<file path="config.mk">
export PLATFORM = sky130hd
export DESIGN_NAME = aer_device_flat
export DESIGN_NICKNAME = d
export VERILOG_FILES = /design/src/include/aer_pkg.sv /design/src/include/aer_link_if.sv /design/src/rtl/aer_device.sv /design/src/flat_wrapper.sv
export VERILOG_INCLUDE_DIRS = /design/src /design/src/include
export SDC_FILE = /design/constraint.sdc
export NUM_CORES = 1
export LEC_CHECK = 0
export BUFFER_PORTS_ARGS = -buffer_cell sky130_fd_sc_hd__buf_4
export CORE_MARGIN = 4
export CORE_UTILIZATION = 40
export CTS_CLUSTER_DIAMETER = 60
export CTS_CLUSTER_SIZE = 14
export DETAILED_ROUTE_END_ITERATION = 8
export GPL_TIMING_DRIVEN = 0
export PLACE_DENSITY = 0.63
export SLEW_MARGIN = 0
export SYNTH_ARGS = -nofsm -noshare
export SYNTH_HDL_FRONTEND = slang
export SYNTH_SLANG_ARGS = --single-unit
export TNS_END_PERCENT = 100
</file>
<file path="constraint.sdc">
create_clock -name core_clk_in -period 2.04 [get_ports core_clk_in]
set_clock_uncertainty 0.15 [all_clocks]
set_input_delay 0.102 -clock core_clk_in [delete_from_list [all_inputs] [get_ports core_clk_in]]
set_output_delay 0.102 -clock core_clk_in [all_outputs]
set_load 0.005 [all_outputs]
</file>
<file path="src/include/aer_defines.svh">
`ifndef AER_DEFINES_SVH
`define AER_DEFINES_SVH

// ----------------------------------------------------------------------------
// link and clock figures
// ----------------------------------------------------------------------------
`define AER_CLK_MHZ 40
`define AER_WORD_BITS 16
`define AER_CONV_NS 2200
`define AER_CONV_CYCLES ((`AER_CONV_NS * `AER_CLK_MHZ) / 1000)
`define AER_CONV_PULSE_NS 40
`define AER_CONV_PULSE_CYCLES ((`AER_CONV_PULSE_NS * `AER_CLK_MHZ + 999) / 1000)
`define AER_SHIFT_HALF_CYCLES 8
`define AER_SYNC_EXTRA 1

// ----------------------------------------------------------------------------
// controller register map (word addresses, word index on the bus)
// ----------------------------------------------------------------------------
`define AER_REG_CTRL 2'h0
`define AER_REG_STATUS 2'h1
`define AER_REG_DATA 2'h2
`define AER_CTRL_CONVERT 0
`define AER_CTRL_READ 1
`define AER_CTRL_SYNC 2
`define AER_CTRL_EXT 3
`define AER_STAT_ENGINE 0
`define AER_STAT_BUSY 1
`define AER_STAT_READY 2
`define AER_CTRL_RESET 4'h8

`endif

</file>
<file path="src/include/aer_pkg.sv">
package aer_pkg;
  typedef enum logic [1:0] {
    AER_CV_IDLE,
    AER_CV_RUN
  } aer_conv_state_t;

  typedef enum logic [2:0] {
    AER_H_IDLE,
    AER_H_CONV,
    AER_H_RSETUP,
    AER_H_HIGH,
    AER_H_LOW,
    AER_H_DONE
  } aer_host_state_t;
endpackage

</file>
<file path="src/include/aer_link_if.sv">
`timescale 1ns/1ps
interface aer_link_if;
  logic cs_n;
  logic conv_read;
  logic clk_src_sel;
  logic serial_shift_clock;
  logic busy;
  logic data;
  logic sync;

  modport dev (
    input cs_n,
    input conv_read,
    input clk_src_sel,
    input serial_shift_clock,
    output busy,
    output data,
    output sync
  );

  modport host (
    output cs_n,
    output conv_read,
    output clk_src_sel,
    output serial_shift_clock,
    input busy,
    input data,
    input sync
  );
endinterface

</file>
<file path="src/rtl/aer_device.sv">
`timescale 1ns/1ps
`include "aer_defines.svh"
// How it works
// - ext select: read state set by select lines
// - read shifts out last completed result
// - bit changes on rising edge, holds across falling edge
// - host clocks only while reading, apart from one sync arming edge
// - no clock in late conversion half
// - reads during sampling finish before converting
// - idle-time clock edge arms a sync pulse
// - first rising edge gives sync, bits follow
// - with sync: 17 or 18 pulses
// - no idle edges: first edge gives msb
// - without sync: 16 or 17 pulses
// - chain input passes through to data
// - cascades use external clock only
// - cascade reads fit in sampling period
// - read end leaves data at held chain level
// - held chain level separates chained words
// - conversion starts when both selects low
// - busy low while converting, high when stored
// - sixteen bits, msb first
// - format pin picks binary or twos complement
module aer_device #(
  parameter int WORD_BITS = `AER_WORD_BITS,
  parameter int CONV_CYCLES = `AER_CONV_CYCLES
) (
  input wire logic core_clk_in,
  input wire logic reset_n_in,
  input wire logic ce_in,
  aer_link_if.dev link,
  input wire logic [WORD_BITS-1:0] sample_in,
  input wire logic chain_in,
  input wire logic output_format_select_in,
  output logic [WORD_BITS-1:0] last_result_out,
  output logic in_read_out
);

  // --------------------------------------------------------------------------
  // pin synchronisers
  // --------------------------------------------------------------------------
  logic cs_n_m, cs_n_s;
  logic rc_m, rc_s;
  logic ext_m, ext_s;
  logic sclk_m, sclk_s, sclk_d;
  logic chain_m, chain_s;
  logic fmt_m, fmt_s;

  always_ff @(posedge core_clk_in) begin
    if (!reset_n_in) begin
      cs_n_m <= 1'b1;
      cs_n_s <= 1'b1;
      rc_m <= 1'b1;
      rc_s <= 1'b1;
      ext_m <= 1'b1;
      ext_s <= 1'b1;
      sclk_m <= 1'b0;
      sclk_s <= 1'b0;
      sclk_d <= 1'b0;
      chain_m <= 1'b0;
      chain_s <= 1'b0;
      fmt_m <= 1'b1;
      fmt_s <= 1'b1;
    end else if (ce_in) begin
      // the shift clock is not related to our clock, so every pin gets two stages
      cs_n_m <= link.cs_n;
      cs_n_s <= cs_n_m;
      rc_m <= link.conv_read;
      rc_s <= rc_m;
      ext_m <= link.clk_src_sel;
      ext_s <= ext_m;
      sclk_m <= link.serial_shift_clock;
      sclk_s <= sclk_m;
      sclk_d <= sclk_s;
      chain_m <= chain_in;
      chain_s <= chain_m;
      fmt_m <= output_format_select_in;
      fmt_s <= fmt_m;
    end
  end

  // --------------------------------------------------------------------------
  // decoded link conditions
  // --------------------------------------------------------------------------
  logic sclk_rise;
  logic conv_req_n, conv_req_n_d;
  logic conv_start;
  logic read_now;

  assign sclk_rise = sclk_s & ~sclk_d;
  // the two selects are combined: the later of the two falling edges starts it
  assign conv_req_n = cs_n_s | rc_s;
  assign conv_start = conv_req_n_d & ~conv_req_n;
  assign read_now = ext_s & ~cs_n_s & rc_s;

  always_ff @(posedge core_clk_in) begin
    if (!reset_n_in) begin
      conv_req_n_d <= 1'b1;
    end else if (ce_in) begin
      conv_req_n_d <= conv_req_n;
    end
  end

  // --------------------------------------------------------------------------
  // conversion timing and busy
  // --------------------------------------------------------------------------
  aer_pkg::aer_conv_state_t conv_state;
  logic [$clog2(CONV_CYCLES+1)-1:0] conv_cnt;
  logic [WORD_BITS-1:0] held_sample;
  logic [WORD_BITS-1:0] out_word;

  always_ff @(posedge core_clk_in) begin
    if (!reset_n_in) begin
      conv_state <= aer_pkg::AER_CV_IDLE;
      conv_cnt <= '0;
      held_sample <= '0;
    end else if (ce_in) begin
      case (conv_state)
        aer_pkg::AER_CV_IDLE: begin
          if (conv_start) begin
            conv_state <= aer_pkg::AER_CV_RUN;
            conv_cnt <= '0;
            held_sample <= sample_in;
          end
        end
        aer_pkg::AER_CV_RUN: begin
          if (conv_cnt == CONV_CYCLES[$bits(conv_cnt)-1:0] - 1'b1) begin
            conv_state <= aer_pkg::AER_CV_IDLE;
          end else begin
            conv_cnt <= conv_cnt + 1'b1;
          end
        end
        default: begin
          conv_state <= aer_pkg::AER_CV_IDLE;
        end
      endcase
    end
  end

  // busy rises in the same cycle that the result reaches the output register
  always_ff @(posedge core_clk_in) begin
    if (!reset_n_in) begin
      out_word <= '0;
      link.busy <= 1'b1;
    end else if (ce_in) begin
      if (conv_state == aer_pkg::AER_CV_IDLE && conv_start) begin
        link.busy <= 1'b0;
      end else if (conv_state == aer_pkg::AER_CV_RUN &&
                   conv_cnt == CONV_CYCLES[$bits(conv_cnt)-1:0] - 1'b1) begin
        link.busy <= 1'b1;
        out_word <= held_sample;
      end
    end
  end

  assign last_result_out = out_word;

  // --------------------------------------------------------------------------
  // read state and sync tracking
  // --------------------------------------------------------------------------
  logic in_read;
  logic sync_armed;
  logic held_chain;

  always_ff @(posedge core_clk_in) begin
    if (!reset_n_in) begin
      in_read <= 1'b0;
      held_chain <= 1'b0;
    end else if (ce_in) begin
      in_read <= read_now;
      if (read_now && !in_read) begin
        held_chain <= chain_s;
      end
    end
  end

  assign in_read_out = in_read;

  // an edge seen outside a read arms the sync; arming wins over the clear
  always_ff @(posedge core_clk_in) begin
    if (!reset_n_in) begin
      sync_armed <= 1'b0;
    end else if (ce_in) begin
      if (sclk_rise && !in_read) begin
        sync_armed <= 1'b1;
      end else if (sclk_rise && in_read && sync_armed) begin
        sync_armed <= 1'b0;
      end
    end
  end

  // --------------------------------------------------------------------------
  // serial shifter
  // --------------------------------------------------------------------------
  // one extra stage carries the chain level so a cascade sees a separator bit
  logic [WORD_BITS:0] shreg;

  function automatic logic [WORD_BITS-1:0] fmt_word(input logic [WORD_BITS-1:0] w,
                                                    input logic straight);
    fmt_word = straight ? w : {~w[WORD_BITS-1], w[WORD_BITS-2:0]};
  endfunction

  always_ff @(posedge core_clk_in) begin
    if (!reset_n_in) begin
      shreg <= '0;
      link.data <= 1'b0;
      link.sync <= 1'b0;
    end else if (ce_in) begin
      if (read_now && !in_read) begin
        // result of the last finished conversion, even mid-conversion
        shreg <= {fmt_word(out_word, fmt_s), chain_s};
        link.sync <= 1'b0;
      end else if (in_read && sclk_rise) begin
        if (sync_armed) begin
          link.sync <= 1'b1;
        end else begin
          // output changes only on rising edges, so it holds through the falling one
          link.sync <= 1'b0;
          link.data <= shreg[WORD_BITS];
          shreg <= {shreg[WORD_BITS-1:0], chain_s};
        end
      end else if (!read_now && in_read) begin
        link.data <= held_chain;
        link.sync <= 1'b0;
      end
    end
  end

endmodule

</file>
<file path="src/flat_wrapper.sv">
// flat-port wrapper written by rule: the top's interface ports become plain ports
module aer_device_flat 
#(
  parameter int WORD_BITS = `AER_WORD_BITS,
  parameter int CONV_CYCLES = `AER_CONV_CYCLES
)
  (core_clk_in, reset_n_in, ce_in, sample_in, chain_in, output_format_select_in, last_result_out, in_read_out, link_cs_n, link_conv_read, link_clk_src_sel, link_serial_shift_clock, link_busy, link_data, link_sync);
  aer_link_if link_i ();
  input wire logic core_clk_in;
  input wire logic reset_n_in;
  input wire logic ce_in;
  input wire logic [WORD_BITS-1:0] sample_in;
  input wire logic chain_in;
  input wire logic output_format_select_in;
  output logic [WORD_BITS-1:0] last_result_out;
  output logic in_read_out;
  input wire logic [$bits(link_i.cs_n)-1:0] link_cs_n;
  input wire logic [$bits(link_i.conv_read)-1:0] link_conv_read;
  input wire logic [$bits(link_i.clk_src_sel)-1:0] link_clk_src_sel;
  input wire logic [$bits(link_i.serial_shift_clock)-1:0] link_serial_shift_clock;
  output wire logic [$bits(link_i.busy)-1:0] link_busy;
  output wire logic [$bits(link_i.data)-1:0] link_data;
  output wire logic [$bits(link_i.sync)-1:0] link_sync;
  assign link_i.cs_n = link_cs_n;
  assign link_i.conv_read = link_conv_read;
  assign link_i.clk_src_sel = link_clk_src_sel;
  assign link_i.serial_shift_clock = link_serial_shift_clock;
  assign link_busy = link_i.busy;
  assign link_data = link_i.data;
  assign link_sync = link_i.sync;
  aer_device #(.WORD_BITS(WORD_BITS), .CONV_CYCLES(CONV_CYCLES)) u_core (.core_clk_in(core_clk_in), .reset_n_in(reset_n_in), .ce_in(ce_in), .link(link_i), .sample_in(sample_in), .chain_in(chain_in), .output_format_select_in(output_format_select_in), .last_result_out(last_result_out), .in_read_out(in_read_out));
endmodule
</file>
==> summary.txt, run 1 <==
Pwr
  – Total power: 0.00316 W
  – PwrDens: about 750 nW/um2
  – Combinational power share: 0.063
  – Clk network pwr share: 0.449
  – Switch Pwr: 0.000704 W
  – Leak: 1.80 nW
  – Pint: roughly 0.0025 W
  – Switching share of power: 0.223
  – Peak VDD IR: roughly 0.46 mV
  – Sequential power share: 0.487

Clock tree
  – Clock Sinks: 77
  – Setup repair bufs after CTS: 0
  – Worst-path clk slew: about 0.080 ns
  – Worst-skew pair later-pin latency: between 0.3 and 0.4 ns
  – CTS buffer count: 9
  – Worst-case clock buffer depth: 2
  – CTS tree: yes
  – Htree depth: 3
  – CTS root buffer: clkbuf_8

Status
  – Status: finished, final reports clean

Worst setup path
  – CP Max Fanout: 10
  – Worst setup path class: flip-flop to flip-flop
  – Element type at the critical path end: flip-flop
  – R2R depth: 6
  – Internal reg-to-reg setup slack: between 0.08 and 0.09 ns
  – Critical path launch point type: flip-flop
  – Worst reg2reg path endpoint: u_core.conv_cnt[6]$_SDFFE_PN0P_
  – CP Data Arrival Time: between 2 and 2.5 ns
  – Worst R2R Start: u_core.conv_cnt[0]$_SDFFE_PN0P_
  – WP data required: 2.17 ns

Detailed routing
  – DRT iter0 DRCs: 79
  – Via Count: 2,535
  – Post-route ant nets: 0
  – Residual DRC: 0
  – Vias per inst: approximately 5
  – Final WL: roughly 7200 um
  – Wire per inst: ~14 um
  – First-pass DRT Iterations: 4

Min path
  – Hold crit path type: primary input to flip-flop
  – HP Start: reset_n_in
  – Hold worst-path end: u_core.rc_s$_SDFFE_PN1P_
  – Hold path depth: 3

Die
  – Die Span Y: a little under 100 um
  – Core Region: between 7000 and 8000 um2
  – DIE AREA: approximately 10000 um2
  – Die Wd: approximately 99 um
  – Cell Rows: 32
  – # IOs: 45
  – Starting Density: 0.419

Timing
  – Setup_tns: 0 ns
  – Tcrit/Tclk final: 0.958
  – Relative slew slack: 0.527
  – Final Slew Violations: 0
  – Slew of the pin with the lowest slew margin: a little over 0.7 ns
  – FMAX: 512 MHz
  – Minimum clock period: between 1.5 and 2 ns
  – Worst hold margin: between 0.08 and 0.09 ns
  – Final Hold Fails: 0
  – Final setup fails: 0
  – Unrepaired setup endpoints after global routing: false

Synthesis
  – Part of the Yosys area used for sequential elements: 0.469
  – Net Count, Synth: approximately 350
  – Synth Area in Simple Gates: 0.162
  – Largest family of logic cells by synthesized area: multiplexers
  – Mux share of post-synthesis cell area: 0.192
  – Synthesis Warnings: 0
  – Synthesized area: ~3300 um2
  – Post-synth EDFFs: 0
  – Mean post-synth cell area: 10.2 um2
  – Synth Area in Compound Gates: 0.118
  – Ys async rst share: 0
  – Cell variety after synth: 40
  – FF+latch count, synth: 77
  – Synth Area in XOR/XNOR: 0.00266
  – Synth Area in Adders: 0.00380
  – Top FF cell, synth: dfxtp_1
  – Post-Synthesis Cells: 323

Global route
  – First-pass GRT wire length: 12,300 um
  – Number of global-route vias before repair: approximately 2,600
  – Initial antenna violation count: 0
  – Gr ovfl total: 0
  – GR Util All Layers: 0.157
  – Largest net degree at the start of global routing: 15

Placement
  – I/O Buffers: 44
  – GPL Wtd Cong: 0.840
  – Post-DP HPWL: 4970 um

Cells and area
  – Share of cells above drive strength 1: 0.252
  – Net count, final: 425
  – Area grow syn2layout: 28.0%
  – FF/Latch Area: around 1500 um2
  – Filler cell count: roughly 730
  – Footprint of the multi-input gates: between 1500 and 2000 um2
  – Number of inserted diodes: 0

Job
  – Total of max-cap violations: 0
-- worst max path at each step --
| stage | from | endpoint | slack (ns) |
|---|---|---|---|
| 5_1_grt | u_core.conv_cnt[0]$_SDFFE_PN0P_ | u_core.conv_cnt[6]$_SDFFE_PN0P_ | 0.01 |
| 3_5_place_dp | u_core.conv_cnt[0]$_SDFFE_PN0P_ | u_core.last_result_out[7]$_SDFFE_PN0P_ | -0.009 |
| 2_1_floorplan | u_core.conv_cnt[0]$_SDFFE_PN0P_ | u_core.conv_cnt[6]$_SDFFE_PN0P_ | 0.27 |
| 6_report | u_core.conv_cnt[0]$_SDFFE_PN0P_ | u_core.conv_cnt[6]$_SDFFE_PN0P_ | 0.09 |
| 4_1_cts | u_core.conv_cnt[0]$_SDFFE_PN0P_ | u_core.last_result_out[13]$_SDFFE_PN0P_ | 0.07 |
| 3_3_place_gp | u_core.conv_cnt[0]$_SDFFE_PN0P_ | u_core.last_result_out[13]$_SDFFE_PN0P_ | 0.04 |
-- metal layers --
metal,track usage,part of all wire,up-vias
li1,-,-,1289
met1,0.193,0.46,1198
met2,0.268,0.49,37
met3,0.0389,0.038,11
met4,0.0567,0.013,0
met5,0,0,-
-- placed cells by master, fill, tap and decap left out, drive strengths merged --
cell type    synthesis  routed
dfxtp               77      77
mux2i               63      63
nor2                60      60
buf                 14      56
dlygate4sd3          0      22
nand2               20      20
clkbuf               9      19
a211oi              18      18
o21ai               11      11
a21oi               10      10
inv                  4       6
nand3                5       5
nand3b               4       4
a31oi                3       3
or3                  3       3
bufinv               0       3
nand4                2       2
and4b                2       2
and2                 2       2
nor4bb               2       2
clkinv               0       2
nor3                 1       1
o21a                 1       1
xnor2                1       1
nor2b                1       1
and3b                1       1
o2111ai              1       1
a21boi               1       1
a311oi               1       1
nand4b               1       1
a211o                1       1
nor3b                1       1
a2111oi              1       1
nand2b               1       1
ha                   1       1
-- layout make-up --
class                      count  area share
tap                          102      0.0303
clock inverter                 7      0.0288
clock buffer                   9      0.0294
timing repair buffer          66       0.131
sequential                    77       0.366
buffer                        22      0.0380
inverter                       4     0.00357
multi-input combinational    219       0.373
-- cells in the mapped netlist, drive strengths merged, types with 3 or more instances --
master / n / area (um2)
o21ai: 11 / 55.1
nand3b: 4 / 30.0
a211oi: 18 / 205
a21oi: 10 / 50.1
clkbuf: 9 / 33.8
nand2: 20 / 75.1
dfxtp: 77 / 1540
nor2: 60 / 260
a31oi: 3 / 18.8
inv: 4 / 15.0
mux2i: 63 / 631
or3: 3 / 18.8
nand3: 5 / 25.0
buf: 14 / 129
-- worst max-delay path: stages, from the launching register on --
cell	delay [ns]
dfxtp_1	0.34
ha_1	0.25
and4b_1	0.23
and4b_1	0.19
buf_2	0.17
or3_1	0.38
a31oi_1	0.17
-- per-stage QoR --
step           cells   util  area, um2  setup WS (ns)
2_1_floorplan    323      -       3290          0.272
3_3_place_gp     469  0.478       3750         0.0419
3_5_place_dp     469  0.478       3750       -0.00949
4_1_cts          507  0.537       4220         0.0723
5_1_grt          506  0.537       4210         0.0136
6_report         506  0.537       4210         0.0854
-- cells by family after synthesis --
family | count (synthesis)
DFF | 77
AOI/OAI and AO/OA | 48
xor gates and xnor gates | 1
muxes | 63
and+or+nand+nor | 106
adders and majority gates | 1
buffers and inverters | 27
-- registers in the layout, indices dropped and copies added, names as in the netlist, 7 cells and up --
register                flops
u_core.conv_cnt             7
u_core.held_sample         16
u_core.last_result_out     16
u_core.shreg               17
-- repair_timing --
item	4_1_cts	5_1_grt
gates resized for setup	1	1
pin swaps	0	0
endpoints found under the setup margin	8	10
endpoints found under the hold margin	22	0
hold buffers	22	0
gates cloned	0	0
-- power by group through the flow --
stage | Combinational, W | Clock (W) | Sequential, W
after floorplan | 0.000106 | 0 | 0.00157
after global placement | 0.000165 | 0 | 0.00157
after detailed placement | 0.000167 | 0 | 0.00157
after CTS | 0.000200 | 0.00145 | 0.00154
after global routing | 0.000220 | 0.00150 | 0.00154
final | 0.000200 | 0.00142 | 0.00154
Note: power is estimated with default switching activity, not from simulation.
==> run 2, diff against run 1 <==
==> constraint.sdc (replaced) <==
create_clock -name core_clk_in -period 2.04 [get_ports core_clk_in]
set_clock_uncertainty 0.15 [all_clocks]
set_input_delay 0 -clock core_clk_in [delete_from_list [all_inputs] [get_ports core_clk_in]]
set_output_delay 0 -clock core_clk_in [all_outputs]
set_load 0.005 [all_outputs]
==> summary.txt, run 2 (synthesized netlist as in run 1, its figures left out) <==
Status
  – Status: finished, final reports clean

Cells and area
  – Max FFs per register: 17
  – Most common cell after layout, fill and taps aside: dfxtp_1
  – Number of inserted diodes: 0
  – Filler cell count: roughly 720
  – Net count, final: 430
  – Area grow syn2layout: 29.5%
  – Commonest cells after routing, fill and taps aside: dfxtp_1 (77), mux2i_1 (63), buf_4 (47)
  – Share of cells above drive strength 1: 0.249
  – Largest reg by FF count: u_core.shreg
  – Fin cells: between 500 and 600

Detailed routing
  – DRT iter0 DRCs: roughly 80
  – Final WL: between 7000 and 8000 um
  – Post-route ant nets: 0
  – Vias per inst: 4.98
  – Residual DRC: 0
  – Via Count: roughly 2,500
  – Wire per inst: about 14 um
  – First-pass DRT Iterations: 4

Global route
  – Initial antenna violation count: 0
  – First-pass GRT wire length: ~12,000 um
  – Largest net degree at the start of global routing: 15
  – Number of global-route vias before repair: 2,605
  – Gr ovfl total: 0
  – GR Util All Layers: 0.158

Die
  – # IOs: 45
  – Die Span Y: between 90 and 100 um
  – Starting Density: 0.419
  – Cell Rows: 32
  – Core Region: 7850 um2
  – Die Wd: 98.7 um
  – DIE AREA: slightly below 10,000 um2

Clock tree
  – Worst-skew pair later-pin latency: 0.35 ns
  – Worst-path clk slew: 0.08 ns
  – Worst-case clock buffer depth: 2
  – CTS tree: yes
  – Clock Sinks: 77
  – CTS buffer count: 9
  – CTS root buffer: clkbuf_8
  – Htree depth: 3

Worst setup path
  – R2R depth: 6
  – Critical path launch point type: flip-flop
  – Cell mode on critical path: and4b_1
  – WP data required: 2.17 ns
  – Element type at the critical path end: flip-flop
  – Crit path cell chain: ha_1, and4b_1, and4b_1, buf_2, or3_1, a31oi_1
  – CP Max Fanout: 10
  – Slowest stage cell on the critical path: or3_1
  – CP Data Arrival Time: between 2 and 2.5 ns
  – CP max stage delay: about 0.38 ns
  – Worst setup path class: flip-flop to flip-flop

Timing
  – Slew of the pin with the lowest slew margin: roughly 0.7 ns
  – Setup_tns: 0 ns
  – Minimum clock period: ~2.0 ns
  – Relative slew slack: 0.532
  – Post-route setup slack: 0.0810 ns
  – Final setup fails: 0
  – Tcrit/Tclk final: 0.960
  – Unrepaired setup endpoints after global routing: false
  – Final Hold Fails: 0
  – FMAX: between 500 and 600 MHz
  – Final Slew Violations: 0

Placement
  – Post-DP HPWL: approximately 5000 um
  – I/O Buffers: 44
  – Setup WS pre-CTS: -0.00949 ns
  – # placed instances: around 470
  – GPL Wtd Cong: 0.840

Job
  – Total of max-cap violations: 0

Pwr
  – Combinational power share: 0.066
  – Sequential power share: 0.486
  – Clk network pwr share: 0.448
  – Leak: about 1.8 nW
  – Total power: 0.00316 W
  – Switch Pwr: 0.000703 W
  – PwrDens: approximately 740 nW/um2
  – Pint: 0.00246 W
  – Switching share of power: 0.222
  – Peak VDD IR: between 0.4 and 0.5 mV

Min path
  – Hold path depth: 4
  – Hold crit path type: primary input to flip-flop
run 2: cell count changes in the layout (fill, tap and decap cells not counted), sizes merged:
cell         before  now
dlygate4sd3      22   27
run 2: path summary, 6_finish.rpt:
| check | startpoint | endpoint | slack [ns] |
|---|---|---|---|
| max | u_core.conv_cnt[0]$_SDFFE_PN0P_ | u_core.conv_cnt[6]$_SDFFE_PN0P_ | 0.08 |
| min | ce_in | u_core.sclk_d$_SDFFE_PN0P_ | 0.06 |
| max reg2reg | u_core.conv_cnt[0]$_SDFFE_PN0P_ | u_core.conv_cnt[6]$_SDFFE_PN0P_ | 0.08 |
| min reg2reg | u_core.held_chain$_SDFFE_PN0P_ | u_core.held_chain$_SDFFE_PN0P_ | 0.32 |
run 2: timing repair:
action                                  4_1_cts  5_1_grt
endpoints found under the setup margin        8       10
resized for setup                             1        1
hold buffers                                 27        0
buffers inserted                              0        0
hold endpoints to repair                     28        0
run 2: worst max-delay path: cells and delay by family, from the launching register on:
family / cells / cell delay [ns]
buf+inv: 1 / 0.17
simple gates: 3 / 0.80
flops: 1 / 0.35
compound gates: 1 / 0.17
fa+ha+maj: 1 / 0.25
run 2: through the flow:
| stage | cell area [um2] | util | hold WS [ns] |
|---|---|---|---|
| finish | 4260 | 0.543 | 0.0624 |
| global route | 4260 | 0.543 | 0.126 |
| CTS | 4270 | 0.544 | 0.0459 |
| detailed placement | 3750 | 0.478 | 0.0715 |
| global placement | 3750 | 0.478 | 0.0664 |
| floorplan | 3290 | - | -0.0216 |
run 2: power by group through the flow:
stage	Sequential, W	Combinational (W)	Clock (W)
2_1_floorplan	0.00157	0.000106	0
3_3_place_gp	0.00157	0.000165	0
3_5_place_dp	0.00157	0.000167	0
4_1_cts	0.00154	0.000208	0.00145
5_1_grt	0.00154	0.000228	0.00150
6_report	0.00154	0.000208	0.00142
run 2: area by class of cell:
cell class,instances,area [um2],share of cell area
Multi-Input combinational cell,219,1570,0.369
Sequential cell,77,1540,0.362
Timing Repair Buffer,71,601,0.141
Buffer,22,160,0.0376
Tap cell,102,128,0.0300
Clock buffer,9,124,0.0291
Clock inverter,7,121,0.0285
Inverter,4,15.0,0.00352
run 2: layer usage:
layer	global-route usage	vias to the layer above	routed length, um
met2	0.271	38	3630
met1	0.192	1204	3330
met3	0.0389	10	278
li1	-	1295	-
met4	0.0567	0	87
met5	0	-	0
==> run 3, diff against run 2 <==
--- a/config.mk
+++ b/config.mk
@@ -6,14 +6,16 @@
 export SDC_FILE = /design/constraint.sdc
 export NUM_CORES = 1
 export LEC_CHECK = 0
+export ABC_AREA = 1
 export BUFFER_PORTS_ARGS = -buffer_cell sky130_fd_sc_hd__buf_4
+export CAP_MARGIN = 40
 export CORE_MARGIN = 4
-export CORE_UTILIZATION = 40
+export CORE_UTILIZATION = 57
 export CTS_CLUSTER_DIAMETER = 60
 export CTS_CLUSTER_SIZE = 14
 export DETAILED_ROUTE_END_ITERATION = 8
 export GPL_TIMING_DRIVEN = 0
-export PLACE_DENSITY = 0.63
+export PLACE_DENSITY = 0.83
 export SLEW_MARGIN = 0
 export SYNTH_ARGS = -nofsm -noshare
 export SYNTH_HDL_FRONTEND = slang
==> summary.txt, run 3 <==
Status
  – Status: finished, final reports clean

Pwr
  – Leak: ~1.8 nW
  – Switch Pwr: 0.000751 W
  – Total power: 0.00305 W
  – Switching share of power: 0.246
  – Clk network pwr share: 0.399
  – Pint: roughly 0.0023 W
  – PwrDens: about 740 nW/um2
  – Combinational power share: 0.086
  – Sequential power share: 0.514
  – Peak VDD IR: between 0.5 and 0.6 mV

Die
  – Die Span Y: roughly 84 um
  – Core Region: 5540 um2
  – Die Wd: between 80 and 90 um
  – # IOs: between 40 and 50
  – Cell Rows: 27
  – Starting Density: 0.594
  – DIE AREA: 7050 um2

Synthesis
  – Synthesized area: ~3300 um2
  – Net Count, Synth: 486
  – Mux share of post-synthesis cell area: 0
  – Synthesis Warnings: 0
  – Leading area contributor after synthesis: dfxtp_1
  – Ys async rst share: 0
  – Part of the Yosys area used for sequential elements: 0.469
  – Synth Area in Adders: 0.00380
  – Top cells by count, synth: nand2_1 (97), nor2_1 (87), dfxtp_1 (77)
  – Synth area leaders: dfxtp_1 (47%), nand2_1 (11%), nor2_1 (9.9%)
  – Post-synth EDFFs: 0
  – Synth Area in Compound Gates: 0.133
  – Synth top area share: 0.469
  – Top FF cell, synth: dfxtp_1
  – Post-Synthesis Cells: between 400 and 500
  – Most common cell in the synthesized netlist: nand2_1
  – Synth Area in XOR/XNOR: 0.00266
  – FF+latch count, synth: between 70 and 80
  – Synth Area in Simple Gates: 0.310
  – Mean post-synth cell area: 7.15 um2
  – Largest family of logic cells by synthesized area: simple AND/OR/NAND/NOR gates
  – Cell variety after synth: 29

Worst setup path
  – Largest delay share family, worst path: simple AND/OR/NAND/NOR gates
  – WP data required: approximately 2.1 ns
  – CP Max Fanout: 10
  – Slowest stage cell on the critical path: dfxtp_1
  – Critical path launch point type: flip-flop
  – CP max stage delay: 0.43 ns
  – Worst Path Buf+Inv: 1
  – Element type at the critical path end: flip-flop
  – Worst setup path class: flip-flop to flip-flop
  – Crit path cell chain: ha_2, nand2_1, nor2_2, nand3_2, clkbuf_2, o21ai_0, a21oi_1
  – CP Data Arrival Time: between 2 and 2.5 ns

Detailed routing
  – Vias per inst: between 5 and 6
  – Residual DRC: 0
  – DRT iter0 DRCs: 230
  – Post-route ant nets: 0
  – First-pass DRT Iterations: 4
  – Final WL: around 8300 um
  – Via Count: 3,223
  – Wire per inst: 13.5 um

Cells and area
  – Share of cells above drive strength 1: 0.142
  – Net count, final: roughly 560
  – Most common cell after layout, fill and taps aside: nand2_1
  – Max FFs per register: 17
  – Filler cell count: ~440
  – Commonest cells after routing, fill and taps aside: nand2_1 (97), nor2_1 (87), dfxtp_1 (77)
  – Number of inserted diodes: 0
  – Area grow syn2layout: 25.8%
  – Largest reg by FF count: u_core.shreg

Min path
  – Hold crit path type: primary input to flip-flop

Timing
  – Tcrit/Tclk final: 0.954
  – Unrepaired setup endpoints after global routing: false
  – Final Slew Violations: 0
  – Slew of the pin with the lowest slew margin: between 0.5 and 0.6 ns
  – FMAX: 514 MHz
  – Final setup fails: 0
  – Minimum clock period: around 1.9 ns
  – Worst hold margin: a little over 0.08 ns
  – Relative slew slack: 0.658
  – Setup_tns: 0 ns
  – Final Hold Fails: 0

Job
  – Total of max-cap violations: 0

Placement
  – I/O Buffers: 42
  – Post-DP HPWL: between 5000 and 6000 um
  – GPL Wtd Cong: ~0.82

Global route
  – Initial antenna violation count: 0
  – GR Util All Layers: 0.243
  – First-pass GRT wire length: roughly 14,000 um
  – Number of global-route vias before repair: 3,037
  – Gr ovfl total: 0
  – Largest net degree at the start of global routing: 14

Clock tree
  – CTS buffer count: 9
  – Htree depth: 3
  – CTS tree: yes
  – Worst-path clk slew: around 0.090 ns
  – Setup repair bufs after CTS: 0
  – Worst-skew pair later-pin latency: 0.36 ns
  – Clock Sinks: just under 80
  – Worst-case clock buffer depth: 2
  – CTS root buffer: clkbuf_8
-- run 3: cell count changes after synthesis, moves of 9 or more --
cell,before,now
nand2_1,20,97
mux2i_1,63,0
o21ai_0,11,55
nor2_1,46,87
inv_1,4,36
a21oi_1,10,25
a211oi_2,14,0
nor2_2,14,1
nand3b_1,4,16
nand3_1,5,14
-- run 3: logic make-up after synthesis --
| logic type | count (synthesis) |
|---|---|
| xor gates and xnor gates | 1 |
| and+or+nand+nor | 231 |
| DFF | 77 |
| adders and majority gates | 1 |
| buffers and inverters | 65 |
| AOI/OAI and AO/OA | 85 |
-- run 3: power groups by stage --
stage	clock network [W]	logic (W)	registers [W]
finish	0.00122	0.000264	0.00157
global route	0.00130	0.000298	0.00157
CTS	0.00120	0.000260	0.00157
detailed placement	0	0.000224	0.00160
global placement	0	0.000218	0.00160
floorplan	0	0.000150	0.00160
-- run 3: layer usage --
layer / routed length, um / GRT usage / up-vias
met5: 0 / 0 / -
met4: 227 / 0.0906 / 0
met3: 431 / 0.0622 / 24
met2: 3970 / 0.394 / 99
met1: 3670 / 0.310 / 1473
li1: - / - / 1627
-- run 3: path summary, 6_finish.rpt --
kind                                   start  depth (start not counted)                                      to  slack [ns]
max          u_core.conv_cnt[0]$_SDFFE_PN0P_                          7  u_core.last_result_out[3]$_SDFFE_PN0P_        0.09
min                               reset_n_in                          3         u_core.conv_cnt[2]$_SDFFE_PN0P_        0.08
max reg2reg  u_core.conv_cnt[0]$_SDFFE_PN0P_                          7  u_core.last_result_out[3]$_SDFFE_PN0P_        0.09
min reg2reg       u_core.cs_n_m$_SDFFE_PN1P_                          2              u_core.cs_n_m$_SDFFE_PN1P_        0.32
-- run 3: what timing repair did --
item	in CTS	in global routing
endpoints found under the setup margin	0	9
hold buffers	23	0
endpoints found under the hold margin	25	0
gates resized for setup	0	7
-- run 3: cell type report --
type                    count  area [um2]  area share
flip-flops and latches     77        1540       0.372
multi-input cells         318        1480       0.358
repair buffers             65         546       0.132
clock buffers              11         151      0.0366
inverters                  39         146      0.0354
plain buffers              26         124      0.0299
well taps                  72        90.1      0.0218
clock inverters             5        58.8      0.0142
-- run 3: metrics by stage --
step,utilization,worst slack [ns],instance area [um2],cells
6_report,0.747,0.0942,4140,613
5_1_grt,0.747,0.00642,4140,613
4_1_cts,0.746,0.0396,4140,613
3_5_place_dp,0.667,0.0869,3690,574
3_3_place_gp,0.667,0.146,3690,574
2_1_floorplan,-,0.437,3290,460
-- run 3: worst min-delay path, delay by kind of cell --
kind                   cells  cell delay [ns]
AO/OA/AOI/OAI              1             0.07
buffers and inverters      2             0.46
